### config.mk
export PLATFORM = sky130hd
export DESIGN_NAME = cbiu_top
export DESIGN_NICKNAME = d
export VERILOG_FILES = /design/src/cbiu_pkg.sv /design/src/cbiu_reloc.sv /design/src/cbiu_top.sv
export SDC_FILE = /design/constraint.sdc
export NUM_CORES = 1
export LEC_CHECK = 0
export BUFFER_PORTS_ARGS = -buffer_cell sky130_fd_sc_hd__buf_2
export CAP_MARGIN = 10
export CORE_MARGIN = 2
export CORE_UTILIZATION = 28
export DETAILED_ROUTE_END_ITERATION = 6
export HOLD_SLACK_MARGIN = 0.05
export PLACE_DENSITY = 0.44
export REMOVE_ABC_BUFFERS = 1
export SYNTH_ARGS = -nofsm -noshare
export SYNTH_HDL_FRONTEND = slang
export SYNTH_SLANG_ARGS = --single-unit
### constraint.sdc
create_clock -name clk -period 6.36 [get_ports clk]
set_input_delay 0.954 -clock clk [delete_from_list [all_inputs] [get_ports clk]]
set_output_delay 0.954 -clock clk [all_outputs]
set_load 0.05 [all_outputs]
### src/cbiu_pkg.sv
// cbiu_pkg: shared constants and types for the cpu bus interface unit
// assumes: single 100 MHz clock domain, synchronous active-high reset
package cbiu_pkg;
    // bus status encodings, high bit first
    localparam logic [2:0] STAT_INTA = 3'h0; // interrupt acknowledge
    localparam logic [2:0] STAT_IORD = 3'h1; // i/o read
    localparam logic [2:0] STAT_IOWR = 3'h2; // i/o write
    localparam logic [2:0] STAT_HALT = 3'h3; // halt
    localparam logic [2:0] STAT_CODE = 3'h4; // instruction fetch
    localparam logic [2:0] STAT_MRD = 3'h5; // memory read
    localparam logic [2:0] STAT_MWR = 3'h6; // memory write
    localparam logic [2:0] STAT_PASS = 3'h7; // passive
    // segment status encodings, high bit first
    localparam logic [1:0] SEG_EXTRA = 2'h0;
    localparam logic [1:0] SEG_STACK = 2'h1;
    localparam logic [1:0] SEG_CODE = 2'h2;
    localparam logic [1:0] SEG_DATA = 2'h3;
    // reset values and sizes
    localparam logic [15:0] CODE_SEG_RST = 16'hFFFF;
    localparam logic [15:0] PC_RST = 16'h0000;
    localparam logic [2:0] QUEUE_DEPTH = 3'h4;
    localparam logic [19:0] VEC_TABLE_TOP = 20'h003FF;
    localparam int SHIFT_SEG = 4;
    // request from the instruction executor
    typedef struct packed {
        logic [2:0] kind;    // a STAT_* code, never CODE or PASS
        logic [1:0] seg;     // a SEG_* code
        logic [15:0] offset; // unrelocated offset
        logic [7:0] wdata;
    } cbiu_req_t;
    // pin bundle for address/status
    typedef struct packed {
        logic [19:0] addr;
        logic [2:0] stat;
        logic [1:0] segStat;
    } cbiu_bus_t;
endpackage : cbiu_pkg

### src/cbiu_reloc.sv
// cbiu_reloc: segment relocation adder
// assumes: purely combinational, caller registers the result
`timescale 1ns/1ps
`default_nettype none
module cbiu_reloc (
    input wire logic [15:0] segVal,
    input wire logic [15:0] offset,
    input wire logic isIo,
    output logic [19:0] phys
);
    // memory: base shifted by four plus offset, wraps at 20 bits
    wire [19:0] segBase = {segVal, 4'h0};
    wire [19:0] sum = segBase + {4'h0, offset};
    // i/o: upper nibble forced low
    assign phys = isIo ? {4'h0, offset} : sum;
endmodule : cbiu_reloc
`default_nettype wire

### src/cbiu_top.sv
// cbiu_top: bus cycle sequencer, prefetch queue and relocation
// assumes: pins arrive asynchronous and are synchronised here; the
// executor side is same-clock logic; bus pins are split as in/out/oe
//
// Contract
// - minimum mode aux status equals low status bit
// - all state static, clock may stop
// - single step by clock pulses alone
// - prefetch queue holds at most four bytes
// - executor gives offsets, unit relocates and runs bus
// - twenty-bit byte addresses
// - segments are 64K, 16-byte aligned
// - first fetch at FFFF0 after reset
// - low 1K is the 256-entry vector table
// - fetch uses code, stack refs use stack
// - string dest uses extra, data uses data
// - mode select picks strobes or encoded status
// - bus cycle at least four states
// - address T1, turnaround T2, data T3-T4; a write drives its data from T2
// - wait states between T3 and T4 until ready
// - idle states when no transfer needed
// - latch strobe pulses during T1
// - three status bits encode cycle kind
// - upper address lines carry status T2-T4
// - segment status pair encoding
// - one status bit shows interrupt enable
// - memory/io select low memory, high i/o
// - mode pin low maximum, high minimum
`timescale 1ns/1ps
`default_nettype none
module cbiu_top (
    input wire logic clk,
    input wire logic rst,
    input wire logic ce,
    input wire logic readyPin,
    input wire logic systemModeSelectPin,
    input wire logic [7:0] adIn,
    input wire logic intEnable,
    input wire logic [15:0] codeSegIn,
    input wire logic codeSegLoad,
    input wire logic [15:0] stackSegIn,
    input wire logic [15:0] dataSegIn,
    input wire logic [15:0] extraSegIn,
    input wire logic reqValid,
    input wire cbiu_pkg::cbiu_req_t req,
    input wire logic queuePop,
    input wire logic queueFlush,
    output logic reqReady,
    output logic [7:0] rdData,
    output logic rdValid,
    output logic [7:0] queueByte,
    output logic queueValid,
    output logic [7:0] adOut,
    output logic adOe,
    output logic [7:0] addrMid,
    output logic [3:0] addrHigh,
    output logic cycleStatusBitLow,
    output logic cycleStatusBitMid,
    output logic cycleStatusBitHigh,
    output logic auxStatusLine,
    output logic ale,
    output logic rdStrobe_n,
    output logic wrStrobe_n,
    output logic intaStrobe_n,
    output logic ioMemSel,
    output logic dtR
);
    // bus states, one-hot
    typedef enum logic [5:0] {
        ST_IDLE = 6'h01, ST_T1 = 6'h02, ST_T2 = 6'h04,
        ST_T3 = 6'h08, ST_TW = 6'h10, ST_T4 = 6'h20
    } cbiu_state_t;

    // pin synchronisers, stage one read only by stage two
    logic rdySync1_r, rdySync2_r;
    logic modeSync1_r, modeSync2_r;
    logic [7:0] adSync1_r, adSync2_r;
    // sequencer state
    cbiu_state_t state_r, state_nxt;
    cbiu_pkg::cbiu_bus_t cyc_r; // latched cycle description
    logic [7:0] wdata_r;
    logic [15:0] codeSeg_r; // code segment base
    logic [15:0] pc_r;      // next prefetch offset
    logic [7:0] queue_r [4];
    logic [1:0] qHead_r, qTail_r;
    logic [2:0] qCount_r;
    logic flushPend_r; // drop the fetch in flight
    // outputs as registers
    logic rdValid_r, ale_r, adOe_r, rd_n_r, wr_n_r, inta_n_r;
    logic [7:0] rdData_r, adOut_r, addrMid_r;
    logic [3:0] addrHigh_r;
    logic [2:0] stat_r;
    logic ioSel_r, dtR_r;

    // mode pin: low is maximum, high is minimum
    wire minMode = modeSync2_r;
    wire busReady = rdySync2_r;

    // segment chooser: fetch always code, else by request
    function automatic logic [15:0] segOf(input logic [1:0] s,
        input logic [15:0] cs, input logic [15:0] ss,
        input logic [15:0] ds, input logic [15:0] es);
        case (s)
            cbiu_pkg::SEG_STACK: segOf = ss;
            cbiu_pkg::SEG_EXTRA: segOf = es;
            cbiu_pkg::SEG_DATA: segOf = ds;
            default: segOf = cs;
        endcase
    endfunction : segOf

    // i/o kinds take the i/o address form
    function automatic logic isIoKind(input logic [2:0] k);
        isIoKind = (k == cbiu_pkg::STAT_IORD) ||
            (k == cbiu_pkg::STAT_IOWR);
    endfunction : isIoKind

    // executor requests win; prefetch only while the queue has room
    wire takeReq = reqValid;
    // a fetch still on the bus already owns a slot, else a fifth slips in
    wire fetchOpen = (state_r != ST_IDLE) &&
        (cyc_r.stat == cbiu_pkg::STAT_CODE);
    wire [2:0] qUsed = qCount_r + {2'h0, fetchOpen};
    wire qRoom = (qUsed < cbiu_pkg::QUEUE_DEPTH) && !flushPend_r;
    // no fetch starts on a flush edge, its offset would be stale
    wire takeFetch = !reqValid && qRoom && !queueFlush;
    wire startCycle = (state_r == ST_IDLE || state_r == ST_T4) &&
        (takeReq || takeFetch);
    wire [2:0] newKind = takeReq ? req.kind : cbiu_pkg::STAT_CODE;
    wire [1:0] newSeg = takeReq ? req.seg : cbiu_pkg::SEG_CODE;
    wire [15:0] newOff = takeReq ? req.offset : pc_r;
    wire [15:0] selSeg = segOf(newSeg, codeSeg_r, stackSegIn,
        dataSegIn, extraSegIn);
    wire newIo = isIoKind(newKind);
    wire [19:0] newPhys;
    wire isRead = (cyc_r.stat == cbiu_pkg::STAT_IORD) ||
        (cyc_r.stat == cbiu_pkg::STAT_MRD) ||
        (cyc_r.stat == cbiu_pkg::STAT_CODE) ||
        (cyc_r.stat == cbiu_pkg::STAT_INTA);
    wire isWrite = (cyc_r.stat == cbiu_pkg::STAT_IOWR) ||
        (cyc_r.stat == cbiu_pkg::STAT_MWR);
    wire isFetch = cyc_r.stat == cbiu_pkg::STAT_CODE;
    wire endCycle = state_r == ST_T4;
    wire qPush = endCycle && isFetch && !flushPend_r &&
        !queueFlush;
    wire qPop = queuePop && (qCount_r != 3'h0) && !queueFlush;
    // upper lines: status nibble {upper, int enable, segment pair}
    wire [3:0] statNibble = {1'b0, intEnable, cyc_r.segStat};

    // relocation, memory and i/o forms
    cbiu_reloc uReloc (
        .segVal(selSeg),
        .offset(newOff),
        .isIo(newIo),
        .phys(newPhys)
    );

    // next bus state
    always_comb begin
        state_nxt = state_r;
        case (state_r)
            ST_IDLE: if (startCycle) state_nxt = ST_T1;
            ST_T1: state_nxt = ST_T2;
            ST_T2: state_nxt = ST_T3;
            ST_T3: state_nxt = busReady ? ST_T4 : ST_TW;
            ST_TW: state_nxt = busReady ? ST_T4 : ST_TW;
            ST_T4: state_nxt = startCycle ? ST_T1 : ST_IDLE;
            default: state_nxt = ST_IDLE;
        endcase
    end

    // synchronisers; clock enable low freezes every flop
    always_ff @(posedge clk) begin
        if (ce) begin
            rdySync1_r <= readyPin;
            rdySync2_r <= rdySync1_r;
            modeSync1_r <= systemModeSelectPin;
            modeSync2_r <= modeSync1_r;
            adSync1_r <= adIn;
            adSync2_r <= adSync1_r;
        end
    end

    // sequencer and cycle latch
    always_ff @(posedge clk) begin
        if (rst) begin
            state_r <= ST_IDLE;
            cyc_r <= '{addr: 20'h0, stat: cbiu_pkg::STAT_PASS,
                segStat: cbiu_pkg::SEG_CODE};
            wdata_r <= 8'h00;
        end else if (ce) begin
            state_r <= state_nxt;
            if (startCycle) begin
                cyc_r <= '{addr: newPhys, stat: newKind,
                    segStat: newSeg};
                wdata_r <= req.wdata;
            end
        end
    end

    // code segment and prefetch pointer; reset points at FFFF0
    always_ff @(posedge clk) begin
        if (rst) begin
            codeSeg_r <= cbiu_pkg::CODE_SEG_RST;
            pc_r <= cbiu_pkg::PC_RST;
            flushPend_r <= 1'b0;
        end else if (ce) begin
            if (codeSegLoad) codeSeg_r <= codeSegIn;
            if (queueFlush) pc_r <= codeSegLoad ? cbiu_pkg::PC_RST : pc_r;
            else if (startCycle && takeFetch) pc_r <= pc_r + 16'h0001;
            // a fetch already on the bus is discarded after a flush
            // in T4 the push is already blocked, so no later drop is owed
            if (queueFlush && isFetch && state_r != ST_IDLE &&
                    state_r != ST_T4)
                flushPend_r <= 1'b1;
            else if (endCycle) flushPend_r <= 1'b0;
        end
    end

    // prefetch queue, at most four bytes
    always_ff @(posedge clk) begin
        if (rst || (ce && queueFlush)) begin
            qHead_r <= 2'h0;
            qTail_r <= 2'h0;
            qCount_r <= 3'h0;
        end else if (ce) begin
            if (qPush) begin
                queue_r[qTail_r] <= adSync2_r;
                qTail_r <= qTail_r + 2'h1;
            end
            if (qPop) qHead_r <= qHead_r + 2'h1;
            qCount_r <= qCount_r + {2'h0, qPush} - {2'h0, qPop};
        end
    end

    // pin outputs, registered
    always_ff @(posedge clk) begin
        if (rst) begin
            ale_r <= 1'b0;
            adOe_r <= 1'b0;
            adOut_r <= 8'h00;
            addrMid_r <= 8'h00;
            addrHigh_r <= 4'h0;
            stat_r <= cbiu_pkg::STAT_PASS;
            rd_n_r <= 1'b1;
            wr_n_r <= 1'b1;
            inta_n_r <= 1'b1;
            ioSel_r <= 1'b0;
            dtR_r <= 1'b0;
            rdValid_r <= 1'b0;
            rdData_r <= 8'h00;
        end else if (ce) begin
            ale_r <= state_nxt == ST_T1;
            // read data leaves the synchroniser during T4, taken at its end
            rdValid_r <= endCycle && isRead && !isFetch;
            rdData_r <= endCycle ? adSync2_r : rdData_r;
            case (state_nxt)
                ST_T1: begin
                    adOut_r <= startCycle ? newPhys[7:0] : adOut_r;
                    addrMid_r <= startCycle ? newPhys[15:8] : addrMid_r;
                    addrHigh_r <= startCycle ? newPhys[19:16] : 4'h0;
                    adOe_r <= 1'b1;
                    stat_r <= newKind;
                    ioSel_r <= newIo;
                    dtR_r <= !(newKind == cbiu_pkg::STAT_IORD ||
                        newKind == cbiu_pkg::STAT_MRD ||
                        newKind == cbiu_pkg::STAT_CODE ||
                        newKind == cbiu_pkg::STAT_INTA);
                end
                ST_T2, ST_T3, ST_TW: begin
                    addrHigh_r <= statNibble;
                    adOe_r <= isWrite;
                    adOut_r <= isWrite ? wdata_r : adOut_r;
                    rd_n_r <= !(minMode && isRead &&
                        cyc_r.stat != cbiu_pkg::STAT_INTA);
                    wr_n_r <= !(minMode && isWrite);
                    inta_n_r <= !(minMode &&
                        cyc_r.stat == cbiu_pkg::STAT_INTA);
                    // status goes passive in T3 when ready is up in T2, else only in T4
                    stat_r <= (state_nxt == ST_T2) ? stat_r :
                        (busReady ? cbiu_pkg::STAT_PASS : stat_r);
                end
                ST_T4: begin
                    addrHigh_r <= statNibble;
                    rd_n_r <= 1'b1;
                    wr_n_r <= 1'b1;
                    inta_n_r <= 1'b1;
                    stat_r <= cbiu_pkg::STAT_PASS;
                end
                default: begin
                    adOe_r <= 1'b0;
                    stat_r <= cbiu_pkg::STAT_PASS;
                end
            endcase
        end
    end

    // outputs, from flops except reqReady, which is combinational
    assign adOut = adOut_r;
    assign adOe = adOe_r;
    assign addrMid = addrMid_r;
    assign addrHigh = addrHigh_r;
    // maximum mode: encoded status drives the bus controller
    assign cycleStatusBitLow = minMode ? 1'b1 : stat_r[0];
    assign cycleStatusBitMid = minMode ? 1'b1 : stat_r[1];
    assign cycleStatusBitHigh = minMode ? 1'b1 : stat_r[2];
    assign auxStatusLine = stat_r[0];
    assign ale = ale_r;
    assign rdStrobe_n = rd_n_r;
    assign wrStrobe_n = wr_n_r;
    assign intaStrobe_n = inta_n_r;
    assign ioMemSel = ioSel_r;
    assign dtR = dtR_r;
    assign rdValid = rdValid_r;
    assign rdData = rdData_r;
    assign queueByte = queue_r[qHead_r];
    assign queueValid = qCount_r != 3'h0;
    assign reqReady = startCycle && takeReq;

    // address in vector table is flagged for the vecTable_a assertion
    wire inVecTable = cyc_r.addr <= cbiu_pkg::VEC_TABLE_TOP;
endmodule : cbiu_top
`default_nettype wire

==> out/metrics.cfg <==
[timing]
clock.fmax_mhz=233
slew_headroom=0.275
final_max_slew_viol_count=0
min_period_ns=4.29
fin_setup_tns_ns=0
tightestPinTransition_ns=1.08
hold_viol=0
period_share=0.674
fin_skew_ns=0.0119
rsz0062_at_grt=false
setup_viol=0

[cts]
htreeDepth=4
cts_resized=0
clkTransAtPathRegs_ns=0.07
cts_hold_buf=0
cts_buffer_depth=2
cts.sinks=152
cts_tree=built
cts_setup_buffers=0
cts-root-buf=clkbuf_16
worstSkewPairLatency_ns=0.43
numCtsBuffers=17

[layout]
layout-drive-gt1-share=0.273
fin_nets=1038
syn_to_final_growth_pct=23.4
antenna_cells=0

[synth]
yosysWarnings=0
syn_area_per_cell_sq_um=9.76
synth_fa_ha_area_frac=0.0374
syn_area_sq_mm=0.00742
syn_inst=760
ys_seq_area_frac=0.480
async_reset_ff_frac=0
synth_mux_area_frac=0.107
synth_compound_area_frac=0.123
synth_enable_flop_cells=52
synth_flop_cell=dfxtp_1
synth-seq-cells=152
yosys.area_share.simple=0.182
synth_top_family_by_area=simple AND/OR/NAND/NOR gates
synthDistinctLibCells=62
synthXorXnorAreaFrac=0.0400

[die]
die_y_microns=167
die_x_microns=167
ios=161
placementRows=59
core-area_sq_mm=0.0261
dieArea_sq_mm=0.0278
initial_utilization=0.285

[worst_setup_path]
worstPathRequired_ns=6.70
cp-end-kind=register
cp_max_fo=18
critPathArrivalTime_ns=4.63
r2r_cells=8
worstSetupPathType=input port to register
cp_cell_sequence=buf_2 -> inv_1 -> o21ai_1 -> nand2_1 -> o21ai_0 -> ha_1 -> a211oi_1 -> o211a_1 -> nor3_1 -> a2111oi_0 -> xnor2_1 -> nand2_1 -> a311oi_1
cp_slowest_cell=o21ai_1
cpPeakStageDelay_ns=0.86
crit_top_cell=nand2_1
worstSetupStartpointType=input port

[global_routing]
grt-ovfl-total=0
grtUsageTotal=0.154
grt_pass1_vias=6064
antenna_found_initial=0
grt_pass1_wl_microns=33600
grt_max_degree=48

[run]
drv_cap=0

[place]
gp_congestion=0.820
io_buffers=160
dp_hpwl_microns=15500

[power]
power_density_mw_per_mm2=280
finalPower_mw=2.57
irDropWorstVdd_v=0.000151
power_leakage_nw=3.78

[detailed_routing]
wl_per_cell_microns=16.8
drt-initial-drc-count=320
ant_nets=0
viasPerCell=4.79
drt_wl_total_microns=21100
first_pass_iters=4
drc_errors=0
num_vias=6003

[min_path]
whs_path_depth=0
hold_path.class=register to register

[status]
run_status=finished clean

==> worst max-delay path: cells and delay by family <==
family	cells	cell delay (ns)
AO/OA/AOI/OAI	6	2.44
AND/OR/NAND/NOR	3	0.23
buffers and inverters	2	0.50
XOR/XNOR	1	0.17
adder cells (fa/ha/maj)	1	0.33
==> registers in the layout (all words and copies together), names as in the netlist, 2 cells and up, named ones only <==
register / cells
qTail_r: 2
addrMid: 8
queue_r: 32
adOut: 8
stat_r: 3
qHead_r: 2
adSync1_r: 8
wdata_r: 8
adSync2_r: 8
pc_r: 16
addrHigh: 4
cyc_r: 5
rdData: 8
codeSeg_r: 16
qCount_r: 3
state_r: 6
==> worst paths after layout <==
kind                              startpoint            to  slack (ns)
worst min-delay path            adSync1_r[7]  adSync2_r[7]        0.42
worst min register to register  adSync1_r[7]  adSync2_r[7]        0.42
worst max-delay path                 req[25]    addrMid[7]        2.07
worst max register to register    state_r[1]   addrHigh[3]        3.25
==> cells in the mapped netlist, drive strengths merged (15+ instances only) <==
master	n	share of area
inv	18	0.0091
dfxtp	100	0.27
o21ai	34	0.023
clkbuf	27	0.014
edfxtp	52	0.21
xor2	20	0.024
ha	19	0.032
nor2	71	0.036
mux2i	24	0.032
a22oi	15	0.015
nand2	96	0.049
a21oi	41	0.028
nand3	54	0.036
mux2	33	0.050
==> routing by layer <==
metal	vias to the layer above	GRT usage	routed length (microns)
met5	-	0	0
met4	0	0.0510	420
met3	29	0.0359	1050
met2	175	0.228	9060
met1	2763	0.221	10600
li1	3036	-	-
==> logic make-up after synthesis <==
kind of cell	after synthesis
flip-flops	152
XOR/XNOR	33
adder cells (fa/ha/maj)	21
AND/OR/NAND/NOR	289
AO/OA/AOI/OAI	142
buffers and inverters	58
multiplexers	65
==> where the power goes <==
| part | total [mW] | switching [mW] | internal [mW] |
|---|---|---|---|
| clock | 1.06 | 0.489 | 0.571 |
| sequential | 1.08 | 0.0316 | 1.05 |
| combinational | 0.425 | 0.272 | 0.153 |
==> layout by cell type, fill, tap and decap left out, types with 5 or more instances in the layout <==
cell,n
nand3_1,54
a22oi_1,15
buf_4,7
nor3_1,10
ha_1,19
a21o_1,5
nand2_1,95
xor2_1,20
xnor2_1,12
inv_8,5
and3_1,8
nand2b_1,5
nor2_1,71
clkbuf_16,17
o21ai_0,33
nor3b_1,5
clkinv_8,5
a21oi_1,41
edfxtp_1,52
mux4_2,8
dfxtp_1,100
inv_1,18
mux2_2,33
nand4_1,9
or2_2,5
buf_2,160
a211oi_1,7
mux2i_1,24
and2_1,9
==> area by class of cell <==
class,count,area [sq um]
fillers,2719,16900
multi-input cells,550,3630
flip-flops and latches,152,3560
repair buffers,167,853
clock buffers,17,425
well taps,335,419
clock inverters,15,201
inverters,18,67.6
==> per-stage QoR <==
step	utilization	hold WS, ns	std cells	worst slack [ns]	instance area [sq um]
3_5_place_dp	0.327	0.406	1222	1.59	8530
4_1_cts	0.351	0.422	1254	2.04	9160
6_report	0.351	0.419	1254	2.07	9160
5_1_grt	0.351	0.429	1254	1.46	9160
2_1_floorplan	-	0.400	720	2.59	7260
3_3_place_gp	0.327	0.402	1222	1.69	8530
Power figures use the tool's default switching activity.
